<file path="config.mk">
export PLATFORM = sky130hd
export DESIGN_NAME = spt_timer
export DESIGN_NICKNAME = d
export VERILOG_FILES = /design/src/rtl/spt_pkg.sv /design/src/rtl/spt_timer.sv
export SDC_FILE = /design/constraint.sdc
export NUM_CORES = 1
export LEC_CHECK = 0
export ABC_CLOCK_PERIOD_IN_PS = 3700
export BUFFER_PORTS_ARGS = -buffer_cell sky130_fd_sc_hd__buf_2
export CELL_PAD_IN_SITES_DETAIL_PLACEMENT = 0
export CELL_PAD_IN_SITES_GLOBAL_PLACEMENT = 1
export CORE_ASPECT_RATIO = 0.6
export CORE_MARGIN = 5
export CORE_UTILIZATION = 43
export CTS_CLUSTER_DIAMETER = 120
export CTS_CLUSTER_SIZE = 10
export DETAILED_ROUTE_END_ITERATION = 10
export GPL_ROUTABILITY_DRIVEN = 0
export PLACE_DENSITY = 0.89
export SLEW_MARGIN = 20
export SYNTH_ARGS = -nofsm -noshare
export SYNTH_HDL_FRONTEND = slang
export SYNTH_SLANG_ARGS = --single-unit
</file>
<file path="constraint.sdc">
create_clock -name i_ref_clk -period 3.7 [get_ports i_ref_clk]
set_input_delay 0.74 -clock i_ref_clk [delete_from_list [all_inputs] [get_ports i_ref_clk]]
set_output_delay 0.74 -clock i_ref_clk [all_outputs]
set_load 0.03 [all_outputs]
</file>
<file path="src/rtl/spt_pkg.sv">
// Overview of operation
// - Dual-slope: count bottom to period and back; set at bottom, clear up-match, set down-match.
// - Period value sets resolution, from 2 bits at 0x0003 up to 16 bits.
// - A dual-slope cycle lasts two times period value prescaled ticks.
// - Enabled channel in a waveform mode overrides pin value; pin driven only as output.
// - Pin inversion bit inverts the waveform seen on the pin.
// - Update, restart, reset commands written to control-E set register act immediately.
// - Update command copies buffers like a natural update, even while lock-update is set.
// - Restart command clears count value, direction and all compare outputs.
// - Reset command returns all timer registers to reset values, only while disabled.
// - Split mode makes two 8-bit timers with three compare channels each.
// - Split mode counts down with single-slope PWM only; no event actions.
// - In split mode low and high byte counters run independently.
// - In split mode buffers and buffer-valid flags are unused.
// - Split flags: low underflow, high underflow, low compare 0..2; none for high compares.
// - Normal flags: overflow on wrap, and compare channels 0, 1 and 2.
// - One-cycle event strobes on overflow, split underflow and compare matches 0..2.
// - Event actions: rising edges, both edges, high-level gating, or event-controlled direction.
// - Event counting only when count-on-event bit is set; action field picks the action.
// - Condition sets its flag; request active while flag and enable both set.
// - Update condition at bottom or top, depending on waveform mode.
// - Prescaler codes 0..7 divide by 1, 2, 4, 8, 16, 64, 256, 1024.
package spt_pkg;

  // ----------------------------------------
  // Register byte addresses
  // ----------------------------------------
  localparam logic [7:0] A_CTRLA = 8'h00;
  localparam logic [7:0] A_CTRLB = 8'h04;
  localparam logic [7:0] A_CTRLD = 8'h08;
  localparam logic [7:0] A_CTRLECLR = 8'h0C;
  localparam logic [7:0] A_CONTROL_E_SET_REGISTER = 8'h10;
  localparam logic [7:0] A_EVCTRL = 8'h14;
  localparam logic [7:0] A_INTERRUPT_CONTROL_REGISTER = 8'h18;
  localparam logic [7:0] A_INTERRUPT_FLAGS_REGISTER = 8'h1C;
  localparam logic [7:0] A_CNT = 8'h20;
  localparam logic [7:0] A_PER = 8'h24;
  localparam logic [7:0] A_CMP0 = 8'h28;
  localparam logic [7:0] A_PERBUF = 8'h34;
  localparam logic [7:0] A_CMPBUF0 = 8'h38;
  localparam logic [7:0] A_BVALID = 8'h44;
  localparam logic [7:0] A_PINCFG = 8'h48;

  // ----------------------------------------
  // Field positions
  // ----------------------------------------
  localparam int F_ENABLE = 0;
  localparam int F_PRESC = 1;
  localparam int F_WAVEFORM_MODE_FIELD = 0;
  localparam int F_ALUPD = 3;
  localparam int F_CMPEN = 4;
  localparam int F_HCMPEN = 8;
  localparam int F_DIR = 0;
  localparam int F_LOCK_UPDATE_BIT = 1;
  localparam int F_CMD = 2;
  localparam int F_COUNT_ON_EVENT_BIT = 0;
  localparam int F_EVENT_ACTION_FIELD = 1;
  localparam int F_PINOUT = 0;
  localparam int F_PINDIR = 8;
  localparam int F_PININV = 16;
  localparam int FL_OVF = 0;
  localparam int FL_HIGH_UNDERFLOW_SOURCE = 1;
  localparam int FL_CMP = 4;

  // ----------------------------------------
  // Encodings and reset values
  // ----------------------------------------
  localparam logic [2:0] WG_NORMAL = 3'h0;
  localparam logic [2:0] WG_FRQ = 3'h1;
  localparam logic [2:0] WG_SINGLE = 3'h3;
  localparam logic [2:0] WG_DSTOP = 3'h5;
  localparam logic [2:0] WG_DSBOTH = 3'h6;
  localparam logic [2:0] WG_DSBOTTOM = 3'h7;
  localparam logic [1:0] CMD_UPDATE = 2'h1;
  localparam logic [1:0] CMD_RESTART = 2'h2;
  localparam logic [1:0] CMD_RESET = 2'h3;
  localparam logic [1:0] EV_RISE = 2'h0;
  localparam logic [1:0] EV_BOTH = 2'h1;
  localparam logic [1:0] EV_HIGH = 2'h2;
  localparam logic [1:0] EV_DIR = 2'h3;
  localparam logic [15:0] PER_RST = 16'hFFFF;
  localparam logic [6:0] FLAG_MASK = 7'h73;

  // Event strobes towards the event channels
  typedef struct packed {
    logic ovf_unf;
    logic high_underflow_source;
    logic [2:0] cmp;
  } spt_evt_s;

endpackage

</file>
<file path="src/rtl/spt_timer.sv">
// Design decisions made here: register access over APB and the placing of the registers.
`timescale 1ns/1ns
`default_nettype none
module spt_timer (
  // Clock and reset
  input wire logic i_ref_clk,
  input wire logic i_reset_n,
  // APB slave
  input wire logic i_psel,
  input wire logic i_penable,
  input wire logic i_pwrite,
  input wire logic [7:0] i_paddr,
  input wire logic [31:0] i_pwdata,
  output logic [31:0] o_prdata,
  output logic o_pready,
  output logic o_pslverr,
  // Event channel
  input wire logic i_event_in,
  output var spt_pkg::spt_evt_s o_evt,
  // Port pins
  output logic [5:0] o_pin_out,
  output logic [5:0] o_pin_oe,
  // Interrupt requests, one per flag bit
  output logic [6:0] o_int_req
);

  // ----------------------------------------
  // Decode helpers
  // ----------------------------------------
  function automatic logic is_mapped(input logic [7:0] a);
    if (a[1:0] != 2'h0) begin
      is_mapped = 1'b0;
    end else if (a <= spt_pkg::A_PINCFG) begin
      is_mapped = 1'b1;
    end else begin
      is_mapped = 1'b0;
    end
  endfunction

  function automatic logic [9:0] presc_mask(input logic [2:0] sel);
    case (sel)
      3'h0: presc_mask = 10'h000;
      3'h1: presc_mask = 10'h001;
      3'h2: presc_mask = 10'h003;
      3'h3: presc_mask = 10'h007;
      3'h4: presc_mask = 10'h00F;
      3'h5: presc_mask = 10'h03F;
      3'h6: presc_mask = 10'h0FF;
      default: presc_mask = 10'h3FF;
    endcase
  endfunction

  // ----------------------------------------
  // State
  // ----------------------------------------
  logic [31:0] prdata_ff;
  logic pready_ff;
  logic pslverr_ff;
  logic enable_ff;
  logic [2:0] presc_sel_ff;
  logic [2:0] waveform_mode_field_ff;
  logic alupd_ff;
  logic [2:0] cmpen_ff;
  logic [2:0] hcmpen_ff;
  logic split_ff;
  logic lock_ff;
  logic dir_ff;
  logic count_on_event_bit_ff;
  logic [1:0] event_action_field_ff;
  logic [6:0] interrupt_control_register_ff;
  logic [6:0] flags_ff;
  logic [15:0] cnt_ff;
  logic [15:0] per_ff;
  logic [2:0][15:0] cmp_ff;
  logic [15:0] perbuf_ff;
  logic [2:0][15:0] cmpbuf_ff;
  logic [3:0] bv_ff;
  logic [5:0] pin_val_ff;
  logic [5:0] pin_dir_ff;
  logic [5:0] pin_inv_ff;
  logic [5:0] wave_ff;
  logic [9:0] presc_ff;
  logic ev_s1_ff;
  logic ev_s2_ff;
  logic ev_d_ff;
  spt_pkg::spt_evt_s evt_ff;
  logic [5:0] pin_out_ff;
  logic [5:0] pin_oe_ff;
  logic [6:0] int_req_ff;

  // ----------------------------------------
  // Bus strobes and commands
  // ----------------------------------------
  logic wr;
  logic [1:0] cmd;
  logic cmd_upd;
  logic cmd_restart;
  logic srst;

  assign wr = i_psel && i_penable && pready_ff && i_pwrite && is_mapped(i_paddr);
  assign cmd = (wr && i_paddr == spt_pkg::A_CONTROL_E_SET_REGISTER) ?
               i_pwdata[spt_pkg::F_CMD +: 2] : 2'h0;
  assign cmd_upd = (cmd == spt_pkg::CMD_UPDATE);
  assign cmd_restart = (cmd == spt_pkg::CMD_RESTART);
  assign srst = (cmd == spt_pkg::CMD_RESET) && !enable_ff;

  // ----------------------------------------
  // APB answer: one access cycle, registered data
  // ----------------------------------------
  logic [31:0] rd_mux;

  always_comb begin
    rd_mux = 32'h0000_0000;
    if (i_paddr == spt_pkg::A_CTRLA) begin
      rd_mux = {28'h0, presc_sel_ff, enable_ff};
    end else if (i_paddr == spt_pkg::A_CTRLB) begin
      rd_mux = {21'h0, hcmpen_ff, 1'b0, cmpen_ff, alupd_ff, waveform_mode_field_ff};
    end else if (i_paddr == spt_pkg::A_CTRLD) begin
      rd_mux = {31'h0, split_ff};
    end else if (i_paddr == spt_pkg::A_CTRLECLR || i_paddr == spt_pkg::A_CONTROL_E_SET_REGISTER) begin
      rd_mux = {30'h0, lock_ff, dir_ff};
    end else if (i_paddr == spt_pkg::A_EVCTRL) begin
      rd_mux = {29'h0, event_action_field_ff, count_on_event_bit_ff};
    end else if (i_paddr == spt_pkg::A_INTERRUPT_CONTROL_REGISTER) begin
      rd_mux = {25'h0, interrupt_control_register_ff};
    end else if (i_paddr == spt_pkg::A_INTERRUPT_FLAGS_REGISTER) begin
      rd_mux = {25'h0, flags_ff};
    end else if (i_paddr == spt_pkg::A_CNT) begin
      rd_mux = {16'h0, cnt_ff};
    end else if (i_paddr == spt_pkg::A_PER) begin
      rd_mux = {16'h0, per_ff};
    end else if (i_paddr >= spt_pkg::A_CMP0 && i_paddr < spt_pkg::A_PERBUF) begin
      rd_mux = {16'h0, cmp_ff[2'(i_paddr[3:2] - 2'h2)]};
    end else if (i_paddr == spt_pkg::A_PERBUF) begin
      rd_mux = {16'h0, perbuf_ff};
    end else if (i_paddr >= spt_pkg::A_CMPBUF0 && i_paddr < spt_pkg::A_BVALID) begin
      rd_mux = {16'h0, cmpbuf_ff[2'(i_paddr[3:2] - 2'h2)]};
    end else if (i_paddr == spt_pkg::A_BVALID) begin
      rd_mux = {28'h0, bv_ff};
    end else if (i_paddr == spt_pkg::A_PINCFG) begin
      rd_mux = {10'h0, pin_inv_ff, 2'h0, pin_dir_ff, 2'h0, pin_val_ff};
    end
  end

  always_ff @(posedge i_ref_clk or negedge i_reset_n) begin
    if (!i_reset_n) begin
      pready_ff <= 1'b0;
      pslverr_ff <= 1'b0;
      prdata_ff <= 32'h0000_0000;
    end else begin
      pready_ff <= i_psel && !i_penable;
      pslverr_ff <= i_psel && !i_penable && !is_mapped(i_paddr);
      // Refused reads return zero, also for unaligned hits inside a range
      if (i_psel && !i_penable && !i_pwrite) begin
        prdata_ff <= is_mapped(i_paddr) ? rd_mux : 32'h0000_0000;
      end
    end
  end

  // ----------------------------------------
  // Control registers
  // ----------------------------------------
  always_ff @(posedge i_ref_clk or negedge i_reset_n) begin
    if (!i_reset_n) begin
      enable_ff <= 1'b0;
      presc_sel_ff <= 3'h0;
      waveform_mode_field_ff <= 3'h0;
      alupd_ff <= 1'b0;
      cmpen_ff <= 3'h0;
      hcmpen_ff <= 3'h0;
      split_ff <= 1'b0;
      count_on_event_bit_ff <= 1'b0;
      event_action_field_ff <= 2'h0;
      interrupt_control_register_ff <= 7'h00;
      lock_ff <= 1'b0;
    end else if (srst) begin
      enable_ff <= 1'b0;
      presc_sel_ff <= 3'h0;
      waveform_mode_field_ff <= 3'h0;
      alupd_ff <= 1'b0;
      cmpen_ff <= 3'h0;
      hcmpen_ff <= 3'h0;
      split_ff <= 1'b0;
      count_on_event_bit_ff <= 1'b0;
      event_action_field_ff <= 2'h0;
      interrupt_control_register_ff <= 7'h00;
      lock_ff <= 1'b0;
    end else if (wr) begin
      if (i_paddr == spt_pkg::A_CTRLA) begin
        enable_ff <= i_pwdata[spt_pkg::F_ENABLE];
        presc_sel_ff <= i_pwdata[spt_pkg::F_PRESC +: 3];
      end else if (i_paddr == spt_pkg::A_CTRLB) begin
        waveform_mode_field_ff <= i_pwdata[spt_pkg::F_WAVEFORM_MODE_FIELD +: 3];
        alupd_ff <= i_pwdata[spt_pkg::F_ALUPD];
        cmpen_ff <= i_pwdata[spt_pkg::F_CMPEN +: 3];
        hcmpen_ff <= i_pwdata[spt_pkg::F_HCMPEN +: 3];
      end else if (i_paddr == spt_pkg::A_CTRLD) begin
        split_ff <= i_pwdata[0];
      end else if (i_paddr == spt_pkg::A_CONTROL_E_SET_REGISTER) begin
        lock_ff <= lock_ff | i_pwdata[spt_pkg::F_LOCK_UPDATE_BIT];
      end else if (i_paddr == spt_pkg::A_CTRLECLR) begin
        lock_ff <= lock_ff & ~i_pwdata[spt_pkg::F_LOCK_UPDATE_BIT];
      end else if (i_paddr == spt_pkg::A_EVCTRL) begin
        count_on_event_bit_ff <= i_pwdata[spt_pkg::F_COUNT_ON_EVENT_BIT];
        event_action_field_ff <= i_pwdata[spt_pkg::F_EVENT_ACTION_FIELD +: 2];
      end else if (i_paddr == spt_pkg::A_INTERRUPT_CONTROL_REGISTER) begin
        interrupt_control_register_ff <= i_pwdata[6:0] & spt_pkg::FLAG_MASK;
      end
    end
  end

  // Pin settings belong to the port, so a timer reset leaves them alone
  always_ff @(posedge i_ref_clk or negedge i_reset_n) begin
    if (!i_reset_n) begin
      pin_val_ff <= 6'h00;
      pin_dir_ff <= 6'h00;
      pin_inv_ff <= 6'h00;
    end else if (wr && i_paddr == spt_pkg::A_PINCFG) begin
      pin_val_ff <= i_pwdata[spt_pkg::F_PINOUT +: 6];
      pin_dir_ff <= i_pwdata[spt_pkg::F_PINDIR +: 6];
      pin_inv_ff <= i_pwdata[spt_pkg::F_PININV +: 6];
    end
  end

  // ----------------------------------------
  // Event input sync and timer tick
  // ----------------------------------------
  always_ff @(posedge i_ref_clk or negedge i_reset_n) begin
    if (!i_reset_n) begin
      ev_s1_ff <= 1'b0;
      ev_s2_ff <= 1'b0;
      ev_d_ff <= 1'b0;
      presc_ff <= 10'h000;
    end else begin
      ev_s1_ff <= i_event_in;
      ev_s2_ff <= ev_s1_ff;
      ev_d_ff <= ev_s2_ff;
      presc_ff <= enable_ff ? presc_ff + 10'h001 : 10'h000;
    end
  end

  logic presc_tick;
  logic ev_mode;
  logic tick;
  logic cnt_down;

  assign presc_tick = enable_ff && ((presc_ff & presc_mask(presc_sel_ff)) ==
                      presc_mask(presc_sel_ff));
  assign ev_mode = count_on_event_bit_ff && !split_ff;

  always_comb begin
    tick = presc_tick;
    cnt_down = dir_ff;
    if (ev_mode) begin
      case (event_action_field_ff)
        spt_pkg::EV_RISE: tick = enable_ff && ev_s2_ff && !ev_d_ff;
        spt_pkg::EV_BOTH: tick = enable_ff && (ev_s2_ff != ev_d_ff);
        spt_pkg::EV_HIGH: tick = presc_tick && ev_s2_ff;
        default: cnt_down = ev_s2_ff;
      endcase
    end
  end

  // ----------------------------------------
  // Counter next state
  // ----------------------------------------
  logic dual;
  logic [15:0] top;
  logic [15:0] nxt_cnt;
  logic nxt_dir;
  logic hit_top;
  logic hit_bot;
  logic ovf;
  logic low_underflow_source;
  logic high_underflow_source;
  logic upd_cond;
  logic [2:0] lmatch;
  logic [2:0] hmatch;

  assign dual = waveform_mode_field_ff[2] && (waveform_mode_field_ff != 3'h4);
  assign top = (waveform_mode_field_ff == spt_pkg::WG_FRQ) ? cmp_ff[0] : per_ff;

  always_comb begin
    nxt_cnt = cnt_ff;
    nxt_dir = dir_ff;
    hit_top = 1'b0;
    hit_bot = 1'b0;
    ovf = 1'b0;
    low_underflow_source = 1'b0;
    high_underflow_source = 1'b0;
    upd_cond = 1'b0;
    if (tick && split_ff) begin
      if (cnt_ff[7:0] == 8'h00) begin
        nxt_cnt[7:0] = per_ff[7:0];
        low_underflow_source = 1'b1;
      end else begin
        nxt_cnt[7:0] = cnt_ff[7:0] - 8'h01;
      end
      if (cnt_ff[15:8] == 8'h00) begin
        nxt_cnt[15:8] = per_ff[15:8];
        high_underflow_source = 1'b1;
      end else begin
        nxt_cnt[15:8] = cnt_ff[15:8] - 8'h01;
      end
    end else if (tick && dual) begin
      if (!dir_ff) begin
        if (cnt_ff >= per_ff) begin
          hit_top = 1'b1;
          nxt_dir = 1'b1;
          nxt_cnt = cnt_ff - 16'h0001;
        end else begin
          nxt_cnt = cnt_ff + 16'h0001;
        end
      end else if (cnt_ff == 16'h0000) begin
        hit_bot = 1'b1;
        nxt_dir = 1'b0;
        nxt_cnt = 16'h0001;
      end else begin
        nxt_cnt = cnt_ff - 16'h0001;
      end
      case (waveform_mode_field_ff)
        spt_pkg::WG_DSTOP: ovf = hit_top;
        spt_pkg::WG_DSBOTH: ovf = hit_top || hit_bot;
        default: ovf = hit_bot;
      endcase
      upd_cond = hit_bot;
    end else if (tick) begin
      if (!cnt_down) begin
        if (cnt_ff >= top) begin
          nxt_cnt = 16'h0000;
          ovf = 1'b1;
        end else begin
          nxt_cnt = cnt_ff + 16'h0001;
        end
      end else if (cnt_ff == 16'h0000) begin
        nxt_cnt = top;
        ovf = 1'b1;
      end else begin
        nxt_cnt = cnt_ff - 16'h0001;
      end
      upd_cond = ovf;
    end
  end

  generate
    for (genvar n = 0; n < 3; n++) begin : g_match
      assign lmatch[n] = tick && (split_ff ? cnt_ff[7:0] == cmp_ff[n][7:0] :
                                             cnt_ff == cmp_ff[n]);
      assign hmatch[n] = tick && split_ff && cnt_ff[15:8] == cmp_ff[n][15:8];
    end
  endgenerate

  always_ff @(posedge i_ref_clk or negedge i_reset_n) begin
    if (!i_reset_n) begin
      cnt_ff <= 16'h0000;
      dir_ff <= 1'b0;
    end else if (srst || cmd_restart) begin
      cnt_ff <= 16'h0000;
      dir_ff <= 1'b0;
    end else if (wr && i_paddr == spt_pkg::A_CNT) begin
      cnt_ff <= i_pwdata[15:0];
    end else begin
      cnt_ff <= nxt_cnt;
      if (wr && i_paddr == spt_pkg::A_CONTROL_E_SET_REGISTER && i_pwdata[spt_pkg::F_DIR]) begin
        dir_ff <= 1'b1;
      end else if (wr && i_paddr == spt_pkg::A_CTRLECLR && i_pwdata[spt_pkg::F_DIR]) begin
        dir_ff <= 1'b0;
      end else begin
        dir_ff <= nxt_dir;
      end
    end
  end

  // ----------------------------------------
  // Period, compare and buffers
  // ----------------------------------------
  logic upd_do;

  // Split mode leaves the buffers idle
  assign upd_do = !split_ff && (cmd_upd || (upd_cond && !lock_ff));

  always_ff @(posedge i_ref_clk or negedge i_reset_n) begin
    if (!i_reset_n) begin
      per_ff <= spt_pkg::PER_RST;
      perbuf_ff <= spt_pkg::PER_RST;
      cmp_ff <= '0;
      cmpbuf_ff <= '0;
      bv_ff <= 4'h0;
    end else if (srst) begin
      per_ff <= spt_pkg::PER_RST;
      perbuf_ff <= spt_pkg::PER_RST;
      cmp_ff <= '0;
      cmpbuf_ff <= '0;
      bv_ff <= 4'h0;
    end else begin
      if (upd_do && bv_ff[0]) begin
        per_ff <= perbuf_ff;
      end
      for (int n = 0; n < 3; n++) begin
        if (upd_do && bv_ff[n+1]) begin
          cmp_ff[n] <= cmpbuf_ff[n];
        end
      end
      // Buffer write wins over the update that would clear its flag
      bv_ff <= upd_do ? 4'h0 : bv_ff;
      if (wr && i_paddr == spt_pkg::A_PER) begin
        per_ff <= i_pwdata[15:0];
      end else if (wr && i_paddr >= spt_pkg::A_CMP0 && i_paddr < spt_pkg::A_PERBUF) begin
        cmp_ff[2'(i_paddr[3:2] - 2'h2)] <= i_pwdata[15:0];
      end else if (wr && i_paddr == spt_pkg::A_PERBUF) begin
        perbuf_ff <= i_pwdata[15:0];
        bv_ff <= (upd_do ? 4'h0 : bv_ff) | 4'h1;
      end else if (wr && i_paddr >= spt_pkg::A_CMPBUF0 && i_paddr < spt_pkg::A_BVALID) begin
        cmpbuf_ff[2'(i_paddr[3:2] - 2'h2)] <= i_pwdata[15:0];
        bv_ff <= (upd_do ? 4'h0 : bv_ff) | (4'h2 << (i_paddr[3:2] - 2'h2));
      end
    end
  end

  // ----------------------------------------
  // Waveform generation
  // ----------------------------------------
  logic [5:0] nxt_wave;

  always_comb begin
    nxt_wave = wave_ff;
    for (int n = 0; n < 3; n++) begin
      if (split_ff) begin
        if (low_underflow_source) begin
          nxt_wave[n] = 1'b1;
        end else if (lmatch[n]) begin
          nxt_wave[n] = 1'b0;
        end
        if (high_underflow_source) begin
          nxt_wave[n+3] = 1'b1;
        end else if (hmatch[n]) begin
          nxt_wave[n+3] = 1'b0;
        end
      end else if (dual) begin
        if (hit_bot) begin
          nxt_wave[n] = 1'b1;
        end else if (lmatch[n]) begin
          nxt_wave[n] = dir_ff;
        end
      end else if (waveform_mode_field_ff == spt_pkg::WG_FRQ) begin
        nxt_wave[n] = wave_ff[n] ^ lmatch[n];
      end else if (waveform_mode_field_ff == spt_pkg::WG_SINGLE) begin
        if (ovf) begin
          nxt_wave[n] = 1'b1;
        end else if (lmatch[n]) begin
          nxt_wave[n] = 1'b0;
        end
      end
    end
  end

  always_ff @(posedge i_ref_clk or negedge i_reset_n) begin
    if (!i_reset_n) begin
      wave_ff <= 6'h00;
    end else if (srst || cmd_restart) begin
      wave_ff <= 6'h00;
    end else begin
      wave_ff <= nxt_wave;
    end
  end

  // Pin override, one cycle behind the waveform register
  logic [5:0] ovr;

  generate
    for (genvar p = 0; p < 6; p++) begin : g_pin
      if (p < 3) begin : g_lo
        assign ovr[p] = cmpen_ff[p] && waveform_mode_field_ff != spt_pkg::WG_NORMAL;
      end else begin : g_hi
        assign ovr[p] = split_ff && hcmpen_ff[p-3] && waveform_mode_field_ff != spt_pkg::WG_NORMAL;
      end
    end
  endgenerate

  always_ff @(posedge i_ref_clk or negedge i_reset_n) begin
    if (!i_reset_n) begin
      pin_out_ff <= 6'h00;
      pin_oe_ff <= 6'h00;
    end else begin
      pin_out_ff <= pin_inv_ff ^ ((ovr & wave_ff) | (~ovr & pin_val_ff));
      pin_oe_ff <= pin_dir_ff;
    end
  end

  // ----------------------------------------
  // Flags, requests and event strobes
  // ----------------------------------------
  logic [6:0] flag_set;

  // High-byte compares never reach a flag
  assign flag_set = {lmatch, 2'h0, split_ff && high_underflow_source, split_ff ? low_underflow_source : ovf};

  always_ff @(posedge i_ref_clk or negedge i_reset_n) begin
    if (!i_reset_n) begin
      flags_ff <= 7'h00;
      int_req_ff <= 7'h00;
      evt_ff <= '0;
    end else begin
      if (srst) begin
        flags_ff <= 7'h00;
      end else if (wr && i_paddr == spt_pkg::A_INTERRUPT_FLAGS_REGISTER) begin
        flags_ff <= (flags_ff & ~i_pwdata[6:0]) | flag_set;
      end else begin
        flags_ff <= flags_ff | flag_set;
      end
      int_req_ff <= flags_ff & interrupt_control_register_ff;
      evt_ff.ovf_unf <= split_ff ? low_underflow_source : ovf;
      evt_ff.high_underflow_source <= split_ff && high_underflow_source;
      evt_ff.cmp <= lmatch;
    end
  end

  assign o_prdata = prdata_ff;
  assign o_pready = pready_ff;
  assign o_pslverr = pslverr_ff;
  assign o_evt = evt_ff;
  assign o_pin_out = pin_out_ff;
  assign o_pin_oe = pin_oe_ff;
  assign o_int_req = int_req_ff;

endmodule
`default_nettype wire

</file>
==> results of run 1 <==
==> worst max-delay path, cell delays in order (launching register included) <==
cell      delay, ps
dfrtp_1         420
nor3b_4         190
buf_4           190
buf_12          180
nor2_1           70
a21oi_2         240
ha_1            310
or2_2           300
a221oi_1        280
mux2i_1         140
o211a_1         170
o21a_4          290
nand2_4         290
mux2i_1         220
o21ai_0         110
==> worst max path at each step <==
| stage | end | slack [ps] | cells past startpoint |
|---|---|---|---|
| 2_1_floorplan | per_ff[10] | 0.8 | 16 |
| 3_3_place_gp | per_ff[11] | 60 | 13 |
| 3_5_place_dp | per_ff[4] | 7 | 13 |
| 4_1_cts | per_ff[1] | 60 | 14 |
| 5_1_grt | cmp_ff[35] | -30 | 14 |
| 6_report | cmp_ff[45] | 130 | 14 |
==> placed cells by master (no fill, tap or decap), drive strengths merged, types with 14 or more instances in the layout <==
cell type	n
nand2	241
dfrtp	231
nor2	208
buf	195
o21ai	173
mux2i	146
a21oi	111
xnor2	77
nand3	70
clkbuf	54
ha	40
inv	33
dfstp	32
o22ai	30
nand4	26
mux2	24
nor3	21
o211ai	16
a211oi	15
xor2	15
nor4	14
==> per-stage QoR <==
step | worst slack (ps) | power [mW] | setup TNS [ps]
2_1_floorplan | 0.808 | 3.25 | 0
3_3_place_gp | 64.5 | 3.44 | 0
3_5_place_dp | 7.43 | 3.45 | 0
4_1_cts | 63.8 | 6.21 | 0
5_1_grt | -26.0 | 6.41 | -42.8
6_report | 132 | 6.21 | 0
==> cells by family after synthesis <==
family	after synthesis	synth area share
fa+ha+maj	40	0.0305
other cells	1	0.000229
buf+inv	175	0.0476
mux	170	0.106
compound gates	463	0.175
simple gates	660	0.187
xor+xnor	92	0.0492
flops	263	0.404
==> metal layers <==
metal / vias up / GRT usage
met2: 1156 / 0.361
met5: - / 0
li1: 6838 / -
met1: 7664 / 0.432
met3: 103 / 0.143
met4: 0 / 0.0620
==> repair_timing <==
action | 4_1_cts | 5_1_grt
setup buffers | 1 | 0
cloned | 0 | 1
pin swaps | 1 | 1
hold buffers | 0 | 0
resized for setup | 0 | 10
endpoints found under the setup margin | 4 | 75
==> final cells by class <==
type                            count  area, µm²
Antenna cell                        1       2.50
Clock buffer                       54        841
Clock inverter                      2       38.8
Fill cell                        3538      18900
Inverter                           32        120
Multi-Input combinational cell   1438       9090
Sequential cell                   263       6620
Tap cell                          513        642
Timing Repair Buffer              195       1350
==> power groups by stage <==
stage	sequential [mW]	combinational (mW)	clock (mW)
after CTS	2.96	0.440	2.81
after detailed placement	3.01	0.438	0
after global placement	3.01	0.429	0
after floorplan	3.01	0.238	0
after global routing	2.97	0.492	2.95
final	2.96	0.453	2.80
==> flip-flops by register name, summed over array words and instances, names as in the netlist, 7 cells and up <==
name       cells
flags_ff       7
perbuf_ff     16
cmpbuf_ff     48
presc_ff      10
cnt_ff        16
per_ff        16
o_prdata      22
cmp_ff        48
==> flow_summary.toml, run 1 <==
[status]
status = "completed"

[power]
vdd_ir_drop_max_mv = 0.373
power.density_nw_per_um2 = 332
seqPwrFrac = 0.477
switching_share = 0.264
p_sw_mw = 1.64
power_frac_comb = 0.073
p_leak_nw = 8.65
clockPowerShare = 0.450
power.internal_mw = 4.58

[global_route]
grt_usage = 0.286
grt.overflow.total = 0
grt_max_degree = 111
antenna_found_initial = 0
first_global_vias = 14900
grt_pass1_wl_um = 93200

[yosys]
synth-seq-cells = 263
synth.most_common_cell = "nand2_1"
avgSynthCellArea_um2 = 8.79
synth_area_um2 = 16400
synthTopCellsByCount = "nand2_1 (238), dfrtp_1 (231), nor2_1 (202)"
synthArstFlopShare = 1.00
synth_top_area_share = 0.353
yosysWarningCount = 0
synth.distinct_cells = 79
ys.flop_type = "dfrtp_1"
ys_seq_area_frac = 0.404
yosys-top-cells-area = "dfrtp_1 (35%), mux2i_1 (8.9%), nand2_1 (5.5%), dfstp_2 (5.1%), o21ai_0 (4.8%)"
synth_edf_count = 0
synth_top_cell_by_area = "dfrtp_1"
synth_cells = 1864

[die]
std_cell_rows = 55
die-area_um2 = 42200
die_y_um = 161
die_x_um = 262
start_util = 0.435
num_io_pins = 104
core-area_um2 = 37600

[final_layout]
final_area_um2 = 18700
stdcell_count = 2498
syn2layout_area_growth_pct = 14.1
final_util = 0.497
layout.nets = 2046
drive_above_1_share = 0.163

[sta]
fmax_ghz = 0.280
hold_viol = 0
tightest_slew_ps = 919
setup_violations = 0
maxSlewHeadroom = 0.383
maxSlewViolCount = 0
fin_crit_ps = 3570
fin_skew_ps = 46.2
hold_slack_ps = 243
rsz0062_at_grt = "true"
finalCritPeriodShare = 0.964

[drt]
wl_per_cell_um = 24.9
postRouteAntennaNets = 0
dr_wl_met2_um = 23400
firstDrtPassIters = 6
wl_met1_um = 26700
num_vias = 15800
post_drt_via_cell_ratio = 6.31
drt-initial-drc-count = 2295
drc = 0
dr_wl_met3_um = 10700
routed.top_layer = "met4"
drt-total-wl_um = 62200

[run]
cap_viol_max_count = 0

[worst_setup_path]
regToRegSetupSlack_ps = 130
worst_setup_path_end_kind = "register"
crit_path_max_fanout = 28
reg2reg_depth = 14
crit_start = "waveform_mode_field_ff[2]"
crit_path_start_kind = "register"
crit_type = "register to register"
worstPathArrival_ps = 4020
worstPathRequired_ps = 4160
rr_startpoint = "waveform_mode_field_ff[2]"
r2r-end = "cmp_ff[45]"

[clock_tree]
numClockSinks = 263
htreeDepth = 1
tritoncts = "done"
cts_made_buffers = 30
clk_pin_slew_ps = 70
clockBufferDepth = 3
root_buffer = "clkbuf_16"
clock_latency_ps = 610

[placement]
placed_area_um2 = 17800
place_hpwl_um = 46100
placed_cells = 2439
port_buffers = 81

[min_path]
min_path_type = "primary input to async pin"
No activity file was read; power rests on OpenSTA's default activity.
==> run 2: changes to the inputs <==
Settings changed: CORE_UTILIZATION 43 to 26, CTS_CLUSTER_SIZE 10 to not set, PLACE_DENSITY 0.89 to 0.63, REMOVE_ABC_BUFFERS set to 1.
==> run 2 against run 1 <==
  * Final cell count grew 15%
  * Worst hold slack lost 150 ps
  * Total power grew 8.5%
  * Via count shrank 1.1%
  * Die area grew 62%
  * Flip-flop and latch count is the same
  * Final area grew 5.4%
  * Critical path depth grew 3
  * First-iteration DRC count shrank 2.6%
  * Clock-buffer cell count shrank 14
  * Maximum frequency grew 2.5%
  * Sequential power is essentially flat
  * Critical path type unchanged
==> flow_summary.toml, run 2 (synthesis gave the netlist of run 1 again) <==
[final_layout]
layout_common_cells = "nand2_1 (238), dfrtp_1 (231), nor2_1 (202)"
syn2layout_area_growth_pct = 20.4
final_util = 0.315
diodes = 0
layout_commonest_cell = "nand2_1"
layout.nets = 2087
drive_above_1_share = 0.192

[power]
power.density_nw_per_um2 = 342
vdd_ir_drop_max_mv = 0.327
p_leak_nw = 9.02
p_total_mw = 6.75

[die]
std_cell_rows = 71
num_io_pins = 104
die_y_um = 204
start_util = 0.262
die-area_um2 = 68300
die_x_um = 334
core-area_um2 = 62500

[worst_setup_path]
critical-path-top-delay-family = "compound AO/OA/AOI/OAI gates"
crit_path_start_kind = "register"
crit_type = "register to register"
cpMostUsedCell = "buf_4"
crit_slowest_cell = "dfrtp_1"
worst_setup_path_end_kind = "register"
worstPathRequired_ps = 4260
worstPathArrival_ps = 4040
crit_path_max_fanout = 28
cp_cell_sequence = "nor3b_4, buf_4, buf_12, nor2_1, a21oi_1, ha_1, nor2_1, nor2_1, a221oi_1, o21bai_1, buf_4, a31oi_1, buf_4, a211o_1, a31oi_1, nor4_1, buf_4"
cpPeakStageDelay_ps = 410
path_buf_inv = 5

[clock_tree]
root_buffer = "clkbuf_16"
numClockSinks = 263
cts_made_buffers = 28
clockBufferDepth = 3
clk_pin_slew_ps = 80
tritoncts = "done"
clock_latency_ps = 620
htreeDepth = 1
cts_hold_buf = 0

[drt]
drt-initial-drc-count = 2236
dr_wl_met2_um = 25900
wl_per_cell_um = 24.7
drt-total-wl_um = 70700
routed.top_layer = "met4"
num_vias = 15600
post_drt_via_cell_ratio = 5.44
wl_met1_um = 33900
dr_wl_met3_um = 9740
drc = 0
firstDrtPassIters = 6
postRouteAntennaNets = 0

[sta]
tightest_slew_ps = 953
fmax_ghz = 0.287
hold_viol = 0
finalCritPeriodShare = 0.941
fin_skew_ps = 23.1
maxSlewViolCount = 0
fin_setup_tns_ps = 0
fin_crit_ps = 3480
layout_setup_ws_ps = 219
rsz0062_at_grt = "false"
setup_violations = 0
maxSlewHeadroom = 0.362

[global_route]
first_global_vias = 14900
grt_max_degree = 80
grt_usage = 0.202
grt_pass1_wl_um = 103000
antenna_found_initial = 1
grt.overflow.total = 0

[status]
status = "completed"

[run]
cap_viol_max_count = 0

[min_path]
min_path_type = "primary input to async pin"

[placement]
port_buffers = 81
dpl_worst_slack_ps = 69.8
place_hpwl_um = 53000
==> run 2: changes by cell type in the layout (fill, tap and decap cells not counted), sizes merged <==
cell	previous run	this run
bufinv	0	5
buf	195	239
diode	1	0
clkinv	1	6
clkbuf	54	40
a221o	9	8
==> run 2: metrics by stage <==
step	hold slack, ps	instance area [µm²]	std cells
3_3_place_gp	349	18600	2809
3_5_place_dp	349	18600	2809
5_1_grt	152	19700	2862
4_1_cts	123	19700	2861
6_report	90.5	19700	2862
2_1_floorplan	331	15800	1732
==> run 2: final timing paths <==
path / end / depth (start not counted) / slack, ps / startpoint
setup / recovery: cnt_ff[3] / 17 / 220 / waveform_mode_field_ff[2]
hold / removal: o_evt[2] / 1 / 90 / i_reset_n
setup reg to reg: cnt_ff[3] / 17 / 220 / waveform_mode_field_ff[2]
hold reg to reg: ev_s2_ff / 0 / 350 / ev_s1_ff
max in group asynchronous: per_ff[14] / 2 / 2630 / i_reset_n
min in group i_ref_clk: ev_s1_ff / 1 / 260 / i_event_in
==> run 2: area by class of cell <==
cell class	count	area [µm²]
Fill cell	6594	42800
Clock buffer	40	846
Sequential cell	263	6620
Multi-Input combinational cell	1437	9090
Clock inverter	12	218
Tap cell	839	1050
Timing Repair Buffer	239	1780
Inverter	32	120
==> run 2: worst register-to-register path, cell delays in order, from the launching register on <==
cell      delay, ps
dfrtp_1         410
nor3b_4         190
buf_4           170
buf_12          180
nor2_1           60
a21oi_1         220
ha_1            290
nor2_1          130
nor2_1           50
a221oi_1        310
o21bai_1        140
buf_4           150
a31oi_1         160
buf_4           240
a211o_1         160
a31oi_1         130
nor4_1          320
buf_4           150
==> run 2: metal layers <==
| layer | track usage | vias up |
|---|---|---|
| met1 | 0.311 | 7787 |
| met4 | 0.0350 | 0 |
| met2 | 0.254 | 793 |
| li1 | - | 6920 |
| met5 | 0 | - |
| met3 | 0.0899 | 81 |
==> run 2: timing repair <==
action,4_1_cts,5_1_grt
gates resized for setup,0,9
setup buffers,0,1
setup endpoints to repair,0,75
==> run 2: power breakdown <==
group          internal (mW)  switching (mW)
sequential              2.92          0.0470
combinational          0.133           0.347
clock                   1.95            1.36
==> run 3: changes to the inputs <==
Settings changed: CTS_BUF_LIST set to sky130_fd_sc_hd__clkbuf_8.
==> run 3 against run 2 <==
  * Total power is 6.8% lower
  * Clock skew is 29 ps higher
  * Final area is 0.74% lower
  * Clock-buffer cell count is 14 higher
  * Critical path type unchanged
  * Largest power group is now sequential cells
==> flow_summary.toml, run 3 (synthesis gave the netlist of run 1 again) <==
[status]
status = "completed"

[final_layout]
layout_commonest_cell = "nand2_1"
drive_above_1_share = 0.196
stdcell_count = 2890
syn2layout_area_growth_pct = 19.5
final_util = 0.313
layout_common_cells = "nand2_1 (238), dfrtp_1 (231), nor2_1 (202)"
final_area_um2 = 19600
layout.nets = 2103
diodes = 0

[sta]
maxSlewHeadroom = 0.361
tightest_slew_ps = 955
hold_viol = 0
rsz0062_at_grt = "false"
hold_slack_ps = 58.0
finalCritPeriodShare = 0.939
layout_setup_ws_ps = 225
fin_crit_ps = 3470
fmax_ghz = 0.288
setup_violations = 0
maxSlewViolCount = 0
fin_skew_ps = 52.6
fin_setup_tns_ps = 0

[drt]
num_vias = 15700
wl_per_cell_um = 24.5
postRouteAntennaNets = 0
drt-total-wl_um = 70900
post_drt_via_cell_ratio = 5.42
drc = 0
drt-initial-drc-count = 2210
firstDrtPassIters = 6

[placement]
placed_area_um2 = 18600
dpl_worst_slack_ps = 69.8
place_hpwl_um = 53000
port_buffers = 81
placed_cells = 2809

[power]
p_total_mw = 6.29
power.density_nw_per_um2 = 321
vdd_ir_drop_max_mv = 0.191
p_leak_nw = 9.03

[global_route]
grt.overflow.total = 0
grt_usage = 0.203
antenna_found_initial = 1
grt_max_degree = 80
first_global_vias = 15000
grt_pass1_wl_um = 104000

[worst_setup_path]
crit_path_max_fanout = 28
crit_path_start_kind = "register"
rr_startpoint = "waveform_mode_field_ff[2]"
worstPathArrival_ps = 3960
worst_setup_path_end_kind = "register"
crit_type = "register to register"
regToRegSetupSlack_ps = 230
crit_start = "waveform_mode_field_ff[2]"
worstPathRequired_ps = 4190

[clock_tree]
clock_latency_ps = 640
tritoncts = "done"
root_buffer = "clkbuf_8"
htreeDepth = 2
clockBufferDepth = 3
cts_hold_buf = 0
clk_pin_slew_ps = 80
cts_made_buffers = 44
numClockSinks = 263

[run]
cap_viol_max_count = 0

[die]
std_cell_rows = 71
die_y_um = 204
die_x_um = 334
die-area_um2 = 68300
core-area_um2 = 62500
start_util = 0.262
num_io_pins = 104

[min_path]
min_path_type = "primary input to async pin"
[run 3: final timing paths]
check / cells after the start / to
setup / recovery: 16 / cmp_ff[47]
setup reg to reg: 16 / cmp_ff[47]
hold / removal: 1 / o_evt[2]
min in group i_ref_clk: 1 / ev_s1_ff
hold reg to reg: 0 / ev_s2_ff
max in group asynchronous: 2 / perbuf_ff[13]
[run 3: power breakdown]
group	switching, mW	total [mW]	internal [mW]
sequential	0.0480	2.97	2.92
clock	1.37	2.84	1.47
combinational	0.345	0.478	0.133
[run 3: timing repair]
item,4_1_cts,5_1_grt
endpoints found under the setup margin,0,72
resized for setup,0,8
buffers inserted,0,1
[run 3: final cells by class]
class / instances / area [µm²]
clock inverter: 26 / 180
tap: 839 / 1050
timing repair buffer: 239 / 1780
clock buffer: 54 / 743
multi-input combinational: 1437 / 9080
fill: 6625 / 43000
inverter: 32 / 120
sequential: 263 / 6620
[run 3: critical path: stages (launching register included)]
cell      delay (ps)
dfrtp_1          410
nor3b_4          190
buf_4            170
buf_12           180
nor2_1            70
a21oi_2          170
ha_1             270
a21o_1           210
a221oi_1         310
nand2_1          140
o211a_1          300
o21a_4           230
buf_12           140
nand2_4          140
buf_12           130
mux2i_1          180
o21ai_0          100
[run 3: layer usage]
layer  wire, µm  track usage  up-vias
met5          0            0        -
met4       1170       0.0381        0
met3      10000       0.0933       96
met2      26100        0.257      818
met1      33700        0.310     7810
li1           -            -     6953
